**src/pkg/pecs_defines.vh**
```
`ifndef PECS_DEFINES_VH
`define PECS_DEFINES_VH
// ****************************************
// Register indices
// ****************************************
`define PECS_REG_TBCS 5'h16
`define PECS_REG_EPC1 5'h17
`define PECS_REG_BMCR 5'h00
`define PECS_BMCR_SRST 15
// ****************************************
// Fields of the 10BASE-T control/status register
// ****************************************
`define PECS_FORCE_LINK 15
`define PECS_JAB_DIS 14
`define PECS_ECHO_DIS 13
`define PECS_HB_DIS 12
`define PECS_SQ_HI 11
`define PECS_SQ_LO 10
`define PECS_RETAIN 9
`define PECS_EOF_ERR 8
`define PECS_DISC 7
`define PECS_LINK 6
`define PECS_CS_HI 2
`define PECS_CS_LO 1
`define PECS_BCAST 0
// Sticky defaults
`define PECS_TBCS_STICKY_RST 6'h0c
`define PECS_RETAIN_RST 1'b1
`define PECS_BCAST_RST 1'b0
`define PECS_CS_RST 2'h0
`define PECS_FLAG_RST 1'b0
`define PECS_TBCS_WMASK 16'hfe07
// ****************************************
// Extended port control one
// ****************************************
`define PECS_MODE_HI 13
`define PECS_MODE_LO 8
`define PECS_MODE_RST 6'h00
`define PECS_EPC1_WMASK 16'h3f00
// Squelch select codes
`define PECS_SQ_NORMAL 2'h0
`define PECS_SQ_LOW 2'h1
`define PECS_SQ_HIGH 2'h2
`endif

```
**src/hdl/pecs_regs.v**
```verilog
`timescale 1ns/1ps
`include "pecs_defines.vh"

module pecs_regs #(
   parameter NPORTS = 2
)(
   input wire clock,
   input wire resetn,
   input wire clk_en,
   input wire wr_en,
   input wire rd_en,
   input wire [$clog2(NPORTS > 1 ? NPORTS : 2)-1:0] port_addr,
   input wire [4:0] reg_addr,
   input wire [15:0] wr_data,
   input wire [NPORTS-1:0] eof_error_evt,
   input wire [NPORTS-1:0] disconnect_evt,
   input wire [NPORTS-1:0] link_integrity_ok,
   input wire [NPORTS-1:0] full_duplex,
   input wire [NPORTS-1:0] rx_active,
   input wire [NPORTS-1:0] tx_active,
   output reg [15:0] rd_data,
   output reg rd_valid,
   output reg [NPORTS-1:0] link_pass,
   output reg [NPORTS-1:0] jabber_en,
   output reg [NPORTS-1:0] echo_en,
   output reg [NPORTS-1:0] heartbeat_test_en,
   output reg [2*NPORTS-1:0] squelch_sel,
   output reg [NPORTS-1:0] carrier_sense,
   output reg [6*NPORTS-1:0] op_mode,
   output reg [NPORTS-1:0] soft_reset_pulse
);

   // Port index width, one bit at least
   localparam AW = $clog2(NPORTS > 1 ? NPORTS : 2);

   // ****************************************
   // Broadcast decision
   // ****************************************
   // Broadcast follows the addressed port's bit
   wire [NPORTS-1:0] bcast_vec;
   wire bcast_on = bcast_vec[port_addr];
   // One 16-bit read image per port
   wire [16*NPORTS-1:0] rd_vec;

   // ****************************************
   // Per-port register slices
   // ****************************************
   genvar g;
   generate
      for (g = 0; g < NPORTS; g = g + 1)
      begin : g_port
         localparam [AW-1:0] PIDX = g;
         // ****************************************
         // Write decode
         // ****************************************
         reg force_link_q, jab_dis_q, echo_dis_q, hb_dis_q, retain_q, bcast_q;
         reg [1:0] squelch_q, cs_sel_q;
         reg eof_q, disc_q;
         reg [5:0] mode_act_q, mode_pend_q;
         wire sel = bcast_on || (port_addr == PIDX);
         wire wr = clk_en && wr_en && sel;
         wire rd_me = clk_en && rd_en && (port_addr == PIDX);
         wire wr_tb = wr && (reg_addr == `PECS_REG_TBCS);
         wire wr_e1 = wr && (reg_addr == `PECS_REG_EPC1);
         // Soft reset rides on a write of the basic control register
         wire srst = wr && (reg_addr == `PECS_REG_BMCR) && wr_data[`PECS_BMCR_SRST];
         wire rd_tb = rd_me && (reg_addr == `PECS_REG_TBCS);
         wire [15:0] wd = wr_data;
         wire lnk = force_link_q | link_integrity_ok[g];
         reg cs_d;

         // ****************************************
         // Carrier-sense source
         // ****************************************
         // Duplex picks how the select code is read
         always @*
         begin
            cs_d = 1'b0;
            case ({full_duplex[g], cs_sel_q})
               3'h0, 3'h1:
                  cs_d = rx_active[g] | tx_active[g];
               3'h2, 3'h3:
                  cs_d = rx_active[g];
               3'h4, 3'h6:
                  cs_d = rx_active[g];
               3'h5, 3'h7:
                  cs_d = 1'b0;
               default:
                  cs_d = 1'b0;
            endcase
         end

         // ****************************************
         // Sticky control bits
         // ****************************************
         // Sticky bits fall back only when retention is off
         always @(posedge clock or negedge resetn)
         begin
            if (!resetn)
            begin
               {force_link_q, jab_dis_q, echo_dis_q, hb_dis_q, squelch_q} <=
                  `PECS_TBCS_STICKY_RST;
            end
            else if (clk_en)
            begin
               if (wr_tb)
               begin
                  force_link_q <= wd[`PECS_FORCE_LINK];
                  jab_dis_q <= wd[`PECS_JAB_DIS];
                  echo_dis_q <= wd[`PECS_ECHO_DIS];
                  hb_dis_q <= wd[`PECS_HB_DIS];
                  squelch_q <= wd[`PECS_SQ_HI:`PECS_SQ_LO];
               end
               else if (srst && !retain_q)
               begin
                  {force_link_q, jab_dis_q, echo_dis_q, hb_dis_q, squelch_q} <=
                     `PECS_TBCS_STICKY_RST;
               end
            end
         end

         // Super-sticky: software reset never touches it
         always @(posedge clock or negedge resetn)
         begin
            if (!resetn)
               retain_q <= `PECS_RETAIN_RST;
            else if (clk_en && wr_tb)
               retain_q <= wd[`PECS_RETAIN];
         end

         // Broadcast enable is sticky like the controls
         always @(posedge clock or negedge resetn)
         begin
            if (!resetn)
               bcast_q <= `PECS_BCAST_RST;
            else if (clk_en)
            begin
               if (wr_tb)
                  bcast_q <= wd[`PECS_BCAST];
               else if (srst && !retain_q)
                  bcast_q <= `PECS_BCAST_RST;
            end
         end

         // Written only from the management side
         always @(posedge clock or negedge resetn)
         begin
            if (!resetn)
               cs_sel_q <= `PECS_CS_RST;
            else if (clk_en && wr_tb)
               cs_sel_q <= wd[`PECS_CS_HI:`PECS_CS_LO];
         end

         // ****************************************
         // Self-clearing event flags
         // ****************************************
         // New event beats the read that clears
         always @(posedge clock or negedge resetn)
         begin
            if (!resetn)
            begin
               eof_q <= `PECS_FLAG_RST;
               disc_q <= `PECS_FLAG_RST;
            end
            else if (clk_en)
            begin
               eof_q <= eof_error_evt[g] | (eof_q & ~rd_tb);
               disc_q <= disconnect_evt[g] | (disc_q & ~rd_tb);
            end
         end

         // ****************************************
         // Operating mode, pending and in force
         // ****************************************
         // Mode written now, applied at the next software reset
         always @(posedge clock or negedge resetn)
         begin
            if (!resetn)
               mode_pend_q <= `PECS_MODE_RST;
            else if (clk_en && wr_e1)
               mode_pend_q <= wd[`PECS_MODE_HI:`PECS_MODE_LO];
         end

         // Pending value moves in only on software reset
         always @(posedge clock or negedge resetn)
         begin
            if (!resetn)
               mode_act_q <= `PECS_MODE_RST;
            else if (clk_en && srst)
               mode_act_q <= mode_pend_q;
         end

         assign bcast_vec[g] = bcast_q;

         // ****************************************
         // Per-port read image
         // ****************************************
         // Unmapped registers and reserved bits read as zero
         reg [15:0] img_d;
         always @*
         begin
            img_d = 16'h0000;
            case (reg_addr)
               `PECS_REG_TBCS:
               begin
                  img_d[`PECS_FORCE_LINK] = force_link_q;
                  img_d[`PECS_JAB_DIS] = jab_dis_q;
                  img_d[`PECS_ECHO_DIS] = echo_dis_q;
                  img_d[`PECS_HB_DIS] = hb_dis_q;
                  img_d[`PECS_SQ_HI:`PECS_SQ_LO] = squelch_q;
                  img_d[`PECS_RETAIN] = retain_q;
                  img_d[`PECS_EOF_ERR] = eof_q;
                  img_d[`PECS_DISC] = disc_q;
                  img_d[`PECS_LINK] = lnk;
                  img_d[`PECS_CS_HI:`PECS_CS_LO] = cs_sel_q;
                  img_d[`PECS_BCAST] = bcast_q;
               end
               `PECS_REG_EPC1:
                  img_d[`PECS_MODE_HI:`PECS_MODE_LO] = mode_act_q;
               default:
                  img_d = 16'h0000;
            endcase
         end
         assign rd_vec[16*g +: 16] = img_d;

         // ****************************************
         // Controls toward the 10BASE-T side
         // ****************************************
         // Registered so each pin leaves a flip-flop
         always @(posedge clock or negedge resetn)
         begin
            if (!resetn)
               link_pass[g] <= 1'b0;
            else if (clk_en)
               link_pass[g] <= lnk;
         end

         always @(posedge clock or negedge resetn)
         begin
            if (!resetn)
               jabber_en[g] <= 1'b1;
            else if (clk_en)
               jabber_en[g] <= ~jab_dis_q;
         end

         always @(posedge clock or negedge resetn)
         begin
            if (!resetn)
               echo_en[g] <= 1'b0;
            else if (clk_en)
               echo_en[g] <= ~echo_dis_q;
         end

         always @(posedge clock or negedge resetn)
         begin
            if (!resetn)
               heartbeat_test_en[g] <= 1'b0;
            else if (clk_en)
               heartbeat_test_en[g] <= ~hb_dis_q;
         end

         always @(posedge clock or negedge resetn)
         begin
            if (!resetn)
               squelch_sel[2*g +: 2] <= `PECS_SQ_NORMAL;
            else if (clk_en)
               squelch_sel[2*g +: 2] <= squelch_q;
         end

         // ****************************************
         // Carrier sense
         // ****************************************
         always @(posedge clock or negedge resetn)
         begin
            if (!resetn)
               carrier_sense[g] <= 1'b0;
            else if (clk_en)
               carrier_sense[g] <= cs_d;
         end

         // ****************************************
         // Mode in force and reset strobe
         // ****************************************
         always @(posedge clock or negedge resetn)
         begin
            if (!resetn)
               op_mode[6*g +: 6] <= `PECS_MODE_RST;
            else if (clk_en)
               op_mode[6*g +: 6] <= mode_act_q;
         end

         // One-cycle strobe for the rest of the port
         always @(posedge clock or negedge resetn)
         begin
            if (!resetn)
               soft_reset_pulse[g] <= 1'b0;
            else if (clk_en)
               soft_reset_pulse[g] <= srst;
         end
      end
   endgenerate

   // ****************************************
   // Read port
   // ****************************************
   // Reads see the addressed port only, even in broadcast
   always @(posedge clock or negedge resetn)
   begin
      if (!resetn)
      begin
         rd_data <= 16'h0000;
         rd_valid <= 1'b0;
      end
      else if (clk_en)
      begin
         rd_valid <= rd_en;
         if (rd_en)
            rd_data <= rd_vec[16*port_addr +: 16];
      end
   end

endmodule // pecs_regs

```
**config.mk**
```make
export PLATFORM = sky130hd
export DESIGN_NAME = pecs_regs
export DESIGN_NICKNAME = d
export VERILOG_FILES = /design/src/hdl/pecs_regs.v
export VERILOG_INCLUDE_DIRS = /design/src /design/src/pkg
export SDC_FILE = /design/constraint.sdc
export NUM_CORES = 1
export LEC_CHECK = 0
export BUFFER_PORTS_ARGS = -buffer_cell sky130_fd_sc_hd__clkbuf_2
export CORE_MARGIN = 2
export CORE_UTILIZATION = 26
export CTS_BUF_LIST = sky130_fd_sc_hd__clkbuf_4
export DETAILED_ROUTE_END_ITERATION = 10
export GPL_TIMING_DRIVEN = 0
export HOLD_SLACK_MARGIN = 0.15
export PLACE_DENSITY_LB_ADDON = 0.1
export SLEW_MARGIN = 20
export SYNTH_ARGS = -nofsm -noshare
export SYNTH_HDL_FRONTEND = slang
export SYNTH_SLANG_ARGS = --single-unit
```
**constraint.sdc**
```tcl
create_clock -name clock -period 1.3 [get_ports clock]
set_input_delay 0.39 -clock clock [delete_from_list [all_inputs] [get_ports clock]]
set_output_delay 0.39 -clock clock [all_outputs]
set_load 0.005 [all_outputs]
```
==> flow_summary.yaml, run 1 <==
timing:
  tns_ps: -7220
  min_period_ps: 1530
  worst_slack_ps: -229
  finalMaxSlewViolations: 0
  fmax_mhz: 654
  finalSetupViolations: 87
  fin_skew_ps: 22.3
  fin_crit_sh_pct: 118
  rsz0062_at_grt: "true"
  hold_violations: 0
layout:
  antennaDiodeCount: 0
  nNetsFinal: 455
  utilization_pct: 36.3
  syn_to_final_growth_pct: 37.7
  final_cells: 604
  fill_cells: 1434
  drive_gt1_share_pct: 53.8
floorplan:
  die_w_um: 125
  core_um2: 14400
  rows: 44
  io_pins: 84
  initial_core_util_pct: 26.3
  die_area_um2: 15500
  dieHeight_um: 125
global_routing:
  grt_max_degree: 81
  grt_usage_pct: 14.1
  antenna_found_initial: 0
  grt_pass1_wl_mm: 16.6
  overflow: 0
  grt_pass1_vias: 2905
power:
  power.density_nw_per_um2: 1050
  p_seq_share_pct: 55.8
  pwr-share-clk_pct: 32.2
  internal-power_mw: 4.10
  p_leak_nw: 2.64
  ir_drop_mv: 0.419
  p_switching_mw: 1.35
  power_frac_comb_pct: 12.0
  swShare_pct: 24.8
  power_mw: 5.45
synthesis:
  synth_edf_count: 0
  syn_area_per_cell_um2: 13.2
  ys_warn_count: 0
  synthFlopType: "dfrtp_1"
  synth-seq-cells: 90
  netlist_instances: 286
  syn_area_um2: 3780
  async_reset_ff_share_pct: 100
  yosysSeqAreaShare_pct: 59.8
  synthDistinctLibCells: 37
clock_network:
  cts_sinks: 90
  clockBufferDepth: 2
  cts_buffers: 9
  clkLatencyLatePin_ps: 450
  clockRootBuffer: "clkbuf_4"
  cts_tree: "built"
  cts_max_level: 3
  clkTransAtPathRegs_ps: 140
routing:
  drc: 0
  viasPerCell: 4.49
  ant_nets: 0
  dr.first_iter.drc_count: 129
  drtPass1Iterations: 4
  drt-total-wl_mm: 10.5
  routedWlPerCell_um: 17.5
  vias: 2711
setup_path:
  worstPathRequired_ps: 1630
  cp-start-kind: "primary input"
  critPathMaxFanout: 7
  crit_type: "primary input to flop"
  cp_slowest_stage_delay_ps: 570
  cp.arrival_ps: 1860
  cp_common_cell: "buf_6"
  crit_slowest_cell: "or4_4"
  crit_path_cell_trace: "buf_6 > or4_4 > buf_6 > nor4b_4 > o21ai_4 > a22o_1"
  end_kind: "flop"
place:
  io_buffers: 74
  preCtsSetupSlack_ps: -807
  gp_congestion: 0.748
  hpwl_mm: 7.06
  numPlacedInstances: 547
flow_run:
  cap_violations: 0
status:
  status: "finished with violations"
  violations: "negative setup slack"
hold_path:
  hp-class: "primary input to flop"
==> routing by layer <==
layer / track usage, % / wire, µm
met5: 0 / 0
met4: 6.87 / 316
met3: 2.88 / 483
met2: 20.5 / 4640
met1: 19.8 / 5100
==> through the flow <==
| step | hold slack [ps] | area, µm² |
|---|---|---|
| global route | 167 | 5210 |
| floorplan | 94.4 | 3880 |
| finish | 199 | 5210 |
| CTS | 161 | 5030 |
| detailed placement | 237 | 4520 |
| global placement | 450 | 4480 |
==> synth_stat cells, types with 2 or more instances <==
cell type / count / area share, %
nor4b_1: 2 / 0.46
buf_2: 3 / 0.40
o22a_1: 6 / 1.4
buf_6: 4 / 1.2
nand2_1: 20 / 2.0
o22ai_1: 2 / 0.33
mux2_2: 51 / 15
dfrtp_1: 82 / 54
clkbuf_1: 5 / 0.50
o31ai_1: 6 / 1.2
a22o_1: 14 / 3.2
a21oi_1: 5 / 0.66
nor2_1: 7 / 0.69
o21ai_1: 2 / 0.26
mux2i_1: 18 / 4.8
nand2b_1: 3 / 0.50
inv_1: 12 / 1.2
dfstp_2: 8 / 5.6
a2bb2oi_1: 4 / 0.93
buf_1: 2 / 0.20
o21ai_0: 12 / 1.6
buf_4: 3 / 0.60
==> cells by family (layout without fill, tap and decap cells) <==
kind of cell           after synthesis  after routing  share of synthesized area [%]
DFF                                 90             90                           59.8
muxes                               69             69                           19.9
AOI/OAI and AO/OA                   53             53                           10.1
and+or+nand+nor                     43             43                           5.92
buffers and inverters               30            162                           4.17
other                                1              3                         0.0991
==> layout by cell type, fill, tap and decap left out, types with 2 or more instances in the layout <==
cell / netlist / final
and2_4: 0 / 2
clkbuf_4: 0 / 11
inv_1: 12 / 11
clkinv_1: 1 / 3
clkbuf_2: 0 / 74
nand2_1: 20 / 20
o31ai_1: 6 / 6
conb_1: 1 / 3
nor2_1: 7 / 4
a22o_1: 14 / 14
clkbuf_8: 0 / 3
o21ai_0: 12 / 5
o21ai_1: 2 / 7
o22ai_1: 2 / 2
dfstp_2: 8 / 8
buf_4: 3 / 37
dfrtp_1: 82 / 82
a21oi_1: 5 / 4
a2bb2oi_2: 0 / 4
buf_6: 4 / 11
o22a_1: 6 / 6
mux2i_1: 18 / 18
bufinv_16: 0 / 2
nand2b_4: 0 / 3
o21ai_4: 0 / 2
nor4b_4: 0 / 2
dlygate4sd3_1: 0 / 5
buf_2: 3 / 2
mux2_2: 51 / 34
nor2_4: 0 / 3
mux2_4: 0 / 17
==> cell type report <==
type	count	area [µm²]	area share, %
clock inverter	4	67.6	1.30
tap	184	230	4.42
clock buffer	11	82.6	1.59
multi-input combinational	168	1610	30.8
sequential	90	2260	43.4
buffer	11	83.8	1.61
timing repair buffer	123	828	15.9
inverter	13	48.8	0.937
==> power groups by stage <==
stage / Sequential [mW] / Clock [mW] / Combinational, mW
final: 3.04 / 1.75 / 0.651
after global routing: 3.06 / 1.93 / 0.724
after CTS: 3.04 / 1.82 / 0.620
after detailed placement: 3.09 / 0 / 0.534
after global placement: 3.09 / 0 / 0.519
after floorplan: 3.07 / 0 / 0.265
==> repair_timing <==
item,in CTS,in global routing
setup endpoints to repair,104,100
gates resized for setup,37,15
hold endpoints to repair,88,0
pin swaps,13,10
hold buffers,5,0
buffers inserted,25,18
==> worst max-delay path, delay by kind of cell <==
kind | cells | cell delay, ps
simple gates | 2 | 870
buf+inv | 2 | 240
compound gates | 2 | 350
==> final timing paths <==
kind	start	endpoint	slack, ps	depth (start not counted)
min in group asynchronous	resetn	op_mode[4]$_DFFE_PN0P_	330	2
min	wr_data[8]	g_port[1].mode_pend_q[0]$_DFFE_PN0P_	200	2
min reg2reg	g_port[0].jab_dis_q$_DFFE_PN0P_	jabber_en[0]$_DFFE_PN1P_	480	1
max reg2reg	g_port[1].bcast_q$_DFFE_PN0P_	g_port[0].mode_act_q[4]$_DFFE_PN0P_	-90	4
max	reg_addr[3]	g_port[0].force_link_q$_DFFE_PN0P_	-230	6
max in group asynchronous	resetn	g_port[0].echo_dis_q$_DFFE_PN1P_	300	3
==> registers in the layout, summed over array words and instances, names as in the netlist, 4 cells and up <==
name,count
op_mode,12
g_port.mode_pend_q,12
g_port.cs_sel_q,4
g_port.squelch_q,4
squelch_sel,4
g_port.mode_act_q,12
rd_data,13
Note: power is estimated with default switching activity, not from simulation.
==> run 2, diff against run 1 <==
- CELL_PAD_IN_SITES_DETAIL_PLACEMENT: default -> 0
- CELL_PAD_IN_SITES_GLOBAL_PLACEMENT: default -> 1
==> flow_summary.yaml, run 2 (synthesis gave the netlist of run 1 again) <==
timing:
  fin_crit_sh_pct: 119
  fin_skew_ps: 20.3
  hold_violations: 0
  worst-slew-pin-transition_ps: 559
  rsz0062_at_grt: "true"
  worst_slack_ps: -251
  finalMaxSlewViolations: 0
  maxSlewHeadroom_pct: 62.7
  timing.hold.ws_ps: 203
  tns_ps: -7270
  fmax_mhz: 645
  min_period_ps: 1550
  finalSetupViolations: 79
setup_path:
  critPathBufInv: 1
  critPathMaxFanout: 7
  crit_slowest_cell: "or4_4"
  cp.arrival_ps: 1910
  reg2reg_depth: 4
  end_kind: "flop"
  crit_path_cell_trace: "buf_6 > or4_4 > nor3b_4 > and2_4 > mux2_4"
  cp_slowest_stage_delay_ps: 570
  crit_cells: 5
  worstPathRequired_ps: 1660
  crit_type: "primary input to flop"
  cpLargestDelayFamily: "simple AND/OR/NAND/NOR gates"
  cp-start-kind: "primary input"
global_routing:
  overflow: 0
  antenna_found_initial: 0
  grt_max_degree: 60
  grt_usage_pct: 14.3
  grt_pass1_vias: 2770
  grt_pass1_wl_mm: 16.6
routing:
  ant_nets: 0
  dr.first_iter.drc_count: 87
  drt-total-wl_mm: 10.7
  drtPass1Iterations: 4
  routedWlPerCell_um: 17.8
  viasPerCell: 4.55
  vias: 2732
  drc: 0
layout:
  utilization_pct: 35.9
  syn_to_final_growth_pct: 36.3
  drive_gt1_share_pct: 51.6
  final_cell_mix: "dfrtp_1, clkbuf_2, mux2_2"
  layout_commonest_cell: "dfrtp_1"
  final_area_um2: 5160
  antennaDiodeCount: 0
  largest-register: "rd_data"
  largest_reg_flops: 13
  nNetsFinal: 451
power:
  p_seq_share_pct: 57.9
  p_switching_mw: 1.38
  pwr-share-clk_pct: 29.9
  ir_drop_mv: 0.368
  internal-power_mw: 3.87
  power_frac_comb_pct: 12.3
  power.density_nw_per_um2: 1020
  p_leak_nw: 2.58
  swShare_pct: 26.3
clock_network:
  clkTransAtPathRegs_ps: 150
  clockBufferDepth: 2
  cts_max_level: 3
  cts_sinks: 90
  cts_tree: "built"
  clockRootBuffer: "clkbuf_4"
  cts_buffers: 9
  clkLatencyLatePin_ps: 480
floorplan:
  initial_core_util_pct: 26.3
  rows: 44
  die_area_um2: 15500
  die_w_um: 125
  io_pins: 84
  dieHeight_um: 125
  core_um2: 14400
status:
  status: "finished with violations"
  violations: "negative setup slack"
place:
  preCtsSetupSlack_ps: -875
  gp_congestion: 0.756
  io_buffers: 74
  hpwl_mm: 7.30
  place_area_um2: 4520
hold_path:
  hold_depth: 2
  hp-class: "primary input to flop"
flow_run:
  cap_violations: 0
==> run 2: power groups by stage <==
stage          Combinational, mW  Sequential, mW  Clock, mW
2_1_floorplan              0.265            3.07          0
3_3_place_gp               0.521            3.09          0
3_5_place_dp               0.539            3.09          0
4_1_cts                    0.643            3.04       1.66
5_1_grt                    0.711            3.06       1.78
6_report                   0.645            3.04       1.57
==> run 2: per-layer routing <==
metal  track usage, %  wire [µm]  part of all wire, %
met1             19.6       5060                   47
met2             21.9       5030                   47
met3             3.82        443                  4.1
met4             4.96        155                  1.5
met5                0          0                    0
==> run 2: worst reg2reg max path: stages (launching register included) <==
cell and delay (ps):
dfrtp_1 390, inv_2 50, a21oi_4 230, and2_4 310, mux2_4 320
==> run 2: area by class of cell <==
cell class	count	area [µm²]
Fill cell	1417	9210
Inverter	13	48.8
Multi-Input combinational cell	168	1590
Sequential cell	90	2260
Tap cell	184	230
Clock buffer	10	75.1
Buffer	13	90.1
Timing Repair Buffer	117	806
Clock inverter	6	57.6
==> run 2: through the flow <==
| stage | cells | power (mW) |
|---|---|---|
| final | 601 | 5.26 |
| after global routing | 601 | 5.55 |
| after CTS | 594 | 5.35 |
| after detailed placement | 547 | 3.63 |
| after global placement | 546 | 3.61 |
| after floorplan | 288 | 3.34 |
==> run 2: final timing paths <==
| check | start | to | slack, ps |
|---|---|---|---|
| max in group asynchronous | resetn | g_port[0].retain_q$_DFFE_PN1P_ | 290 |
| worst min register to register | g_port[0].jab_dis_q$_DFFE_PN0P_ | jabber_en[0]$_DFFE_PN1P_ | 480 |
| worst max register to register | g_port[1].bcast_q$_DFFE_PN0P_ | g_port[0].mode_act_q[3]$_DFFE_PN0P_ | -120 |
| worst min-delay path | wr_data[11] | g_port[1].squelch_q[1]$_DFFE_PN0P_ | 200 |
| worst max-delay path | reg_addr[3] | g_port[0].mode_act_q[3]$_DFFE_PN0P_ | -250 |
| min in group asynchronous | resetn | g_port[1].cs_sel_q[0]$_DFFE_PN0P_ | 360 |
==> run 2: timing repair <==
action                                  CTS  global route
endpoints found under the setup margin   95            89
resized for setup                        31            12
endpoints found under the hold margin    90             0
pin swaps                                14            11
buffers inserted                         25             9
hold buffers                             10             0
==> run 3, diff against run 2 <==
- CELL_PAD_IN_SITES_DETAIL_PLACEMENT: 0 -> 2
- CELL_PAD_IN_SITES_GLOBAL_PLACEMENT: 1 -> 2
==> flow_summary.yaml, run 3 (synthesis gave the netlist of run 1 again) <==
global_routing:
  overflow: 0
  grt-busiest-layer: "met2"
  antenna_found_initial: 0
  grt_pass1_wl_mm: 18.7
  grt_max_degree: 66
  grt_pass1_vias: 3123
  grtUsageMet2_pct: 25.0
  met1_usage_pct: 21.7
  use_met3_pct: 2.62
  grt_usage_pct: 15.7
floorplan:
  initial_core_util_pct: 26.3
  dieHeight_um: 125
  die_area_um2: 15500
  io_pins: 84
  die_w_um: 125
  core_um2: 14400
  rows: 44
setup_path:
  cp_slowest_stage_delay_ps: 580
  critPathMaxFanout: 7
  critPathBufInv: 1
  worstPathRequired_ps: 1660
  crit_slowest_cell: "or4_4"
  crit_type: "primary input to flop"
  crit_path_cell_trace: "buf_8 > or4_4 > nor3b_4 > and2_4 > mux2_4"
  cp.arrival_ps: 1900
  end_kind: "flop"
  cp-start-kind: "primary input"
  cpLargestDelayFamily: "simple AND/OR/NAND/NOR gates"
routing:
  routedWlPerCell_um: 19.5
  drt-total-wl_mm: 11.7
  drtPass1Iterations: 4
  drc: 0
  viasPerCell: 4.53
  dr.first_iter.drc_count: 82
  vias: 2725
  ant_nets: 0
clock_network:
  cts_sinks: 90
  clkLatencyLatePin_ps: 470
  clkTransAtPathRegs_ps: 140
  cts_buffers: 9
  cts_max_level: 3
  clockBufferDepth: 2
  cts_tree: "built"
  clockRootBuffer: "clkbuf_4"
timing:
  tns_ps: -7030
  finalSetupViolations: 75
  rsz0062_at_grt: "true"
  finalMaxSlewViolations: 0
  maxSlewHeadroom_pct: 64.7
  fin_skew_ps: 10.3
  fin_crit_sh_pct: 118
  hold_violations: 0
  worst_slack_ps: -237
  min_period_ps: 1540
  fmax_mhz: 651
  worst-slew-pin-transition_ps: 530
layout:
  largest_reg_flops: 13
  final_area_um2: 5140
  antennaDiodeCount: 0
  drive_gt1_share_pct: 52.4
  largest-register: "rd_data"
  syn_to_final_growth_pct: 35.9
  nNetsFinal: 454
  layout_commonest_cell: "dfrtp_1"
  final_cells: 602
  final_cell_mix: "dfrtp_1, clkbuf_2, mux2_2"
power:
  swShare_pct: 26.9
  power_frac_comb_pct: 12.8
  pwr-share-clk_pct: 29.3
  power_mw: 5.26
  p_leak_nw: 2.60
  internal-power_mw: 3.84
  p_seq_share_pct: 57.9
  ir_drop_mv: 0.419
  power.density_nw_per_um2: 1020
  p_switching_mw: 1.41
place:
  gp_congestion: 0.755
  io_buffers: 74
  numPlacedInstances: 547
  place_area_um2: 4520
  hpwl_mm: 7.92
status:
  violations: "negative setup slack"
  status: "finished with violations"
hold_path:
  hp-class: "primary input to flop"
flow_run:
  cap_violations: 0
-- run 3: layout make-up --
cell class | count | area (µm²)
Buffer | 13 | 92.6
Clock buffer | 9 | 67.6
Inverter | 13 | 48.8
Multi-Input combinational cell | 168 | 1580
Tap cell | 184 | 230
Fill cell | 1516 | 9230
Clock inverter | 5 | 47.5
Timing Repair Buffer | 120 | 815
Sequential cell | 90 | 2260
-- run 3: worst reg2reg max path: stages (launching register included) --
cell     delay [ps]
dfrtp_1         400
inv_2            60
a21oi_4         240
and2_4          290
mux2_4          320
-- run 3: routing by layer --
layer,routed length [µm],part of all wire (%)
met1,5650,48
met2,5550,47
met3,338,2.9
met4,179,1.5
met5,0,0
-- run 3: repair_timing --
action / in CTS / in global routing
pin swaps: 9 / 13
hold buffers: 8 / 0
endpoints found under the setup margin: 95 / 101
buffers inserted: 27 / 11
resized for setup: 26 / 22
hold endpoints to repair: 91 / 0
-- run 3: path summary, 6_finish.rpt --
kind                                                  from                                   to  slack (ps)  cells after the start
setup / recovery                               reg_addr[0]  g_port[0].mode_act_q[5]$_DFFE_PN0P_        -240                      5
hold / removal                                 wr_data[14]      g_port[1].jab_dis_q$_DFFE_PN0P_         180                      2
setup reg to reg             g_port[1].bcast_q$_DFFE_PN0P_  g_port[0].mode_act_q[5]$_DFFE_PN0P_        -110                      4
hold reg to reg            g_port[0].jab_dis_q$_DFFE_PN0P_             jabber_en[0]$_DFFE_PN1P_         470                      1
max in group asynchronous                           resetn       g_port[1].hb_dis_q$_DFFE_PN1P_         270                      3
min in group asynchronous                           resetn              rd_data[15]$_DFFE_PN0N_         350                      2
-- run 3: metrics by stage --
stage | hold slack (ps) | utilization, % | setup WS (ps)
finish | 182 | 35.8 | -237
global route | 166 | 35.8 | -257
CTS | 153 | 34.8 | -251
detailed placement | 296 | 31.4 | -859
global placement | 451 | 31.2 | -1400
floorplan | 94.4 | - | -535
-- run 3: power groups by stage --
stage	logic, mW	clock network, mW	registers, mW
6_report	0.673	1.54	3.04
4_1_cts	0.645	1.61	3.04
2_1_floorplan	0.265	0	3.07
3_5_place_dp	0.552	0	3.10
3_3_place_gp	0.525	0	3.09
5_1_grt	0.747	1.72	3.07
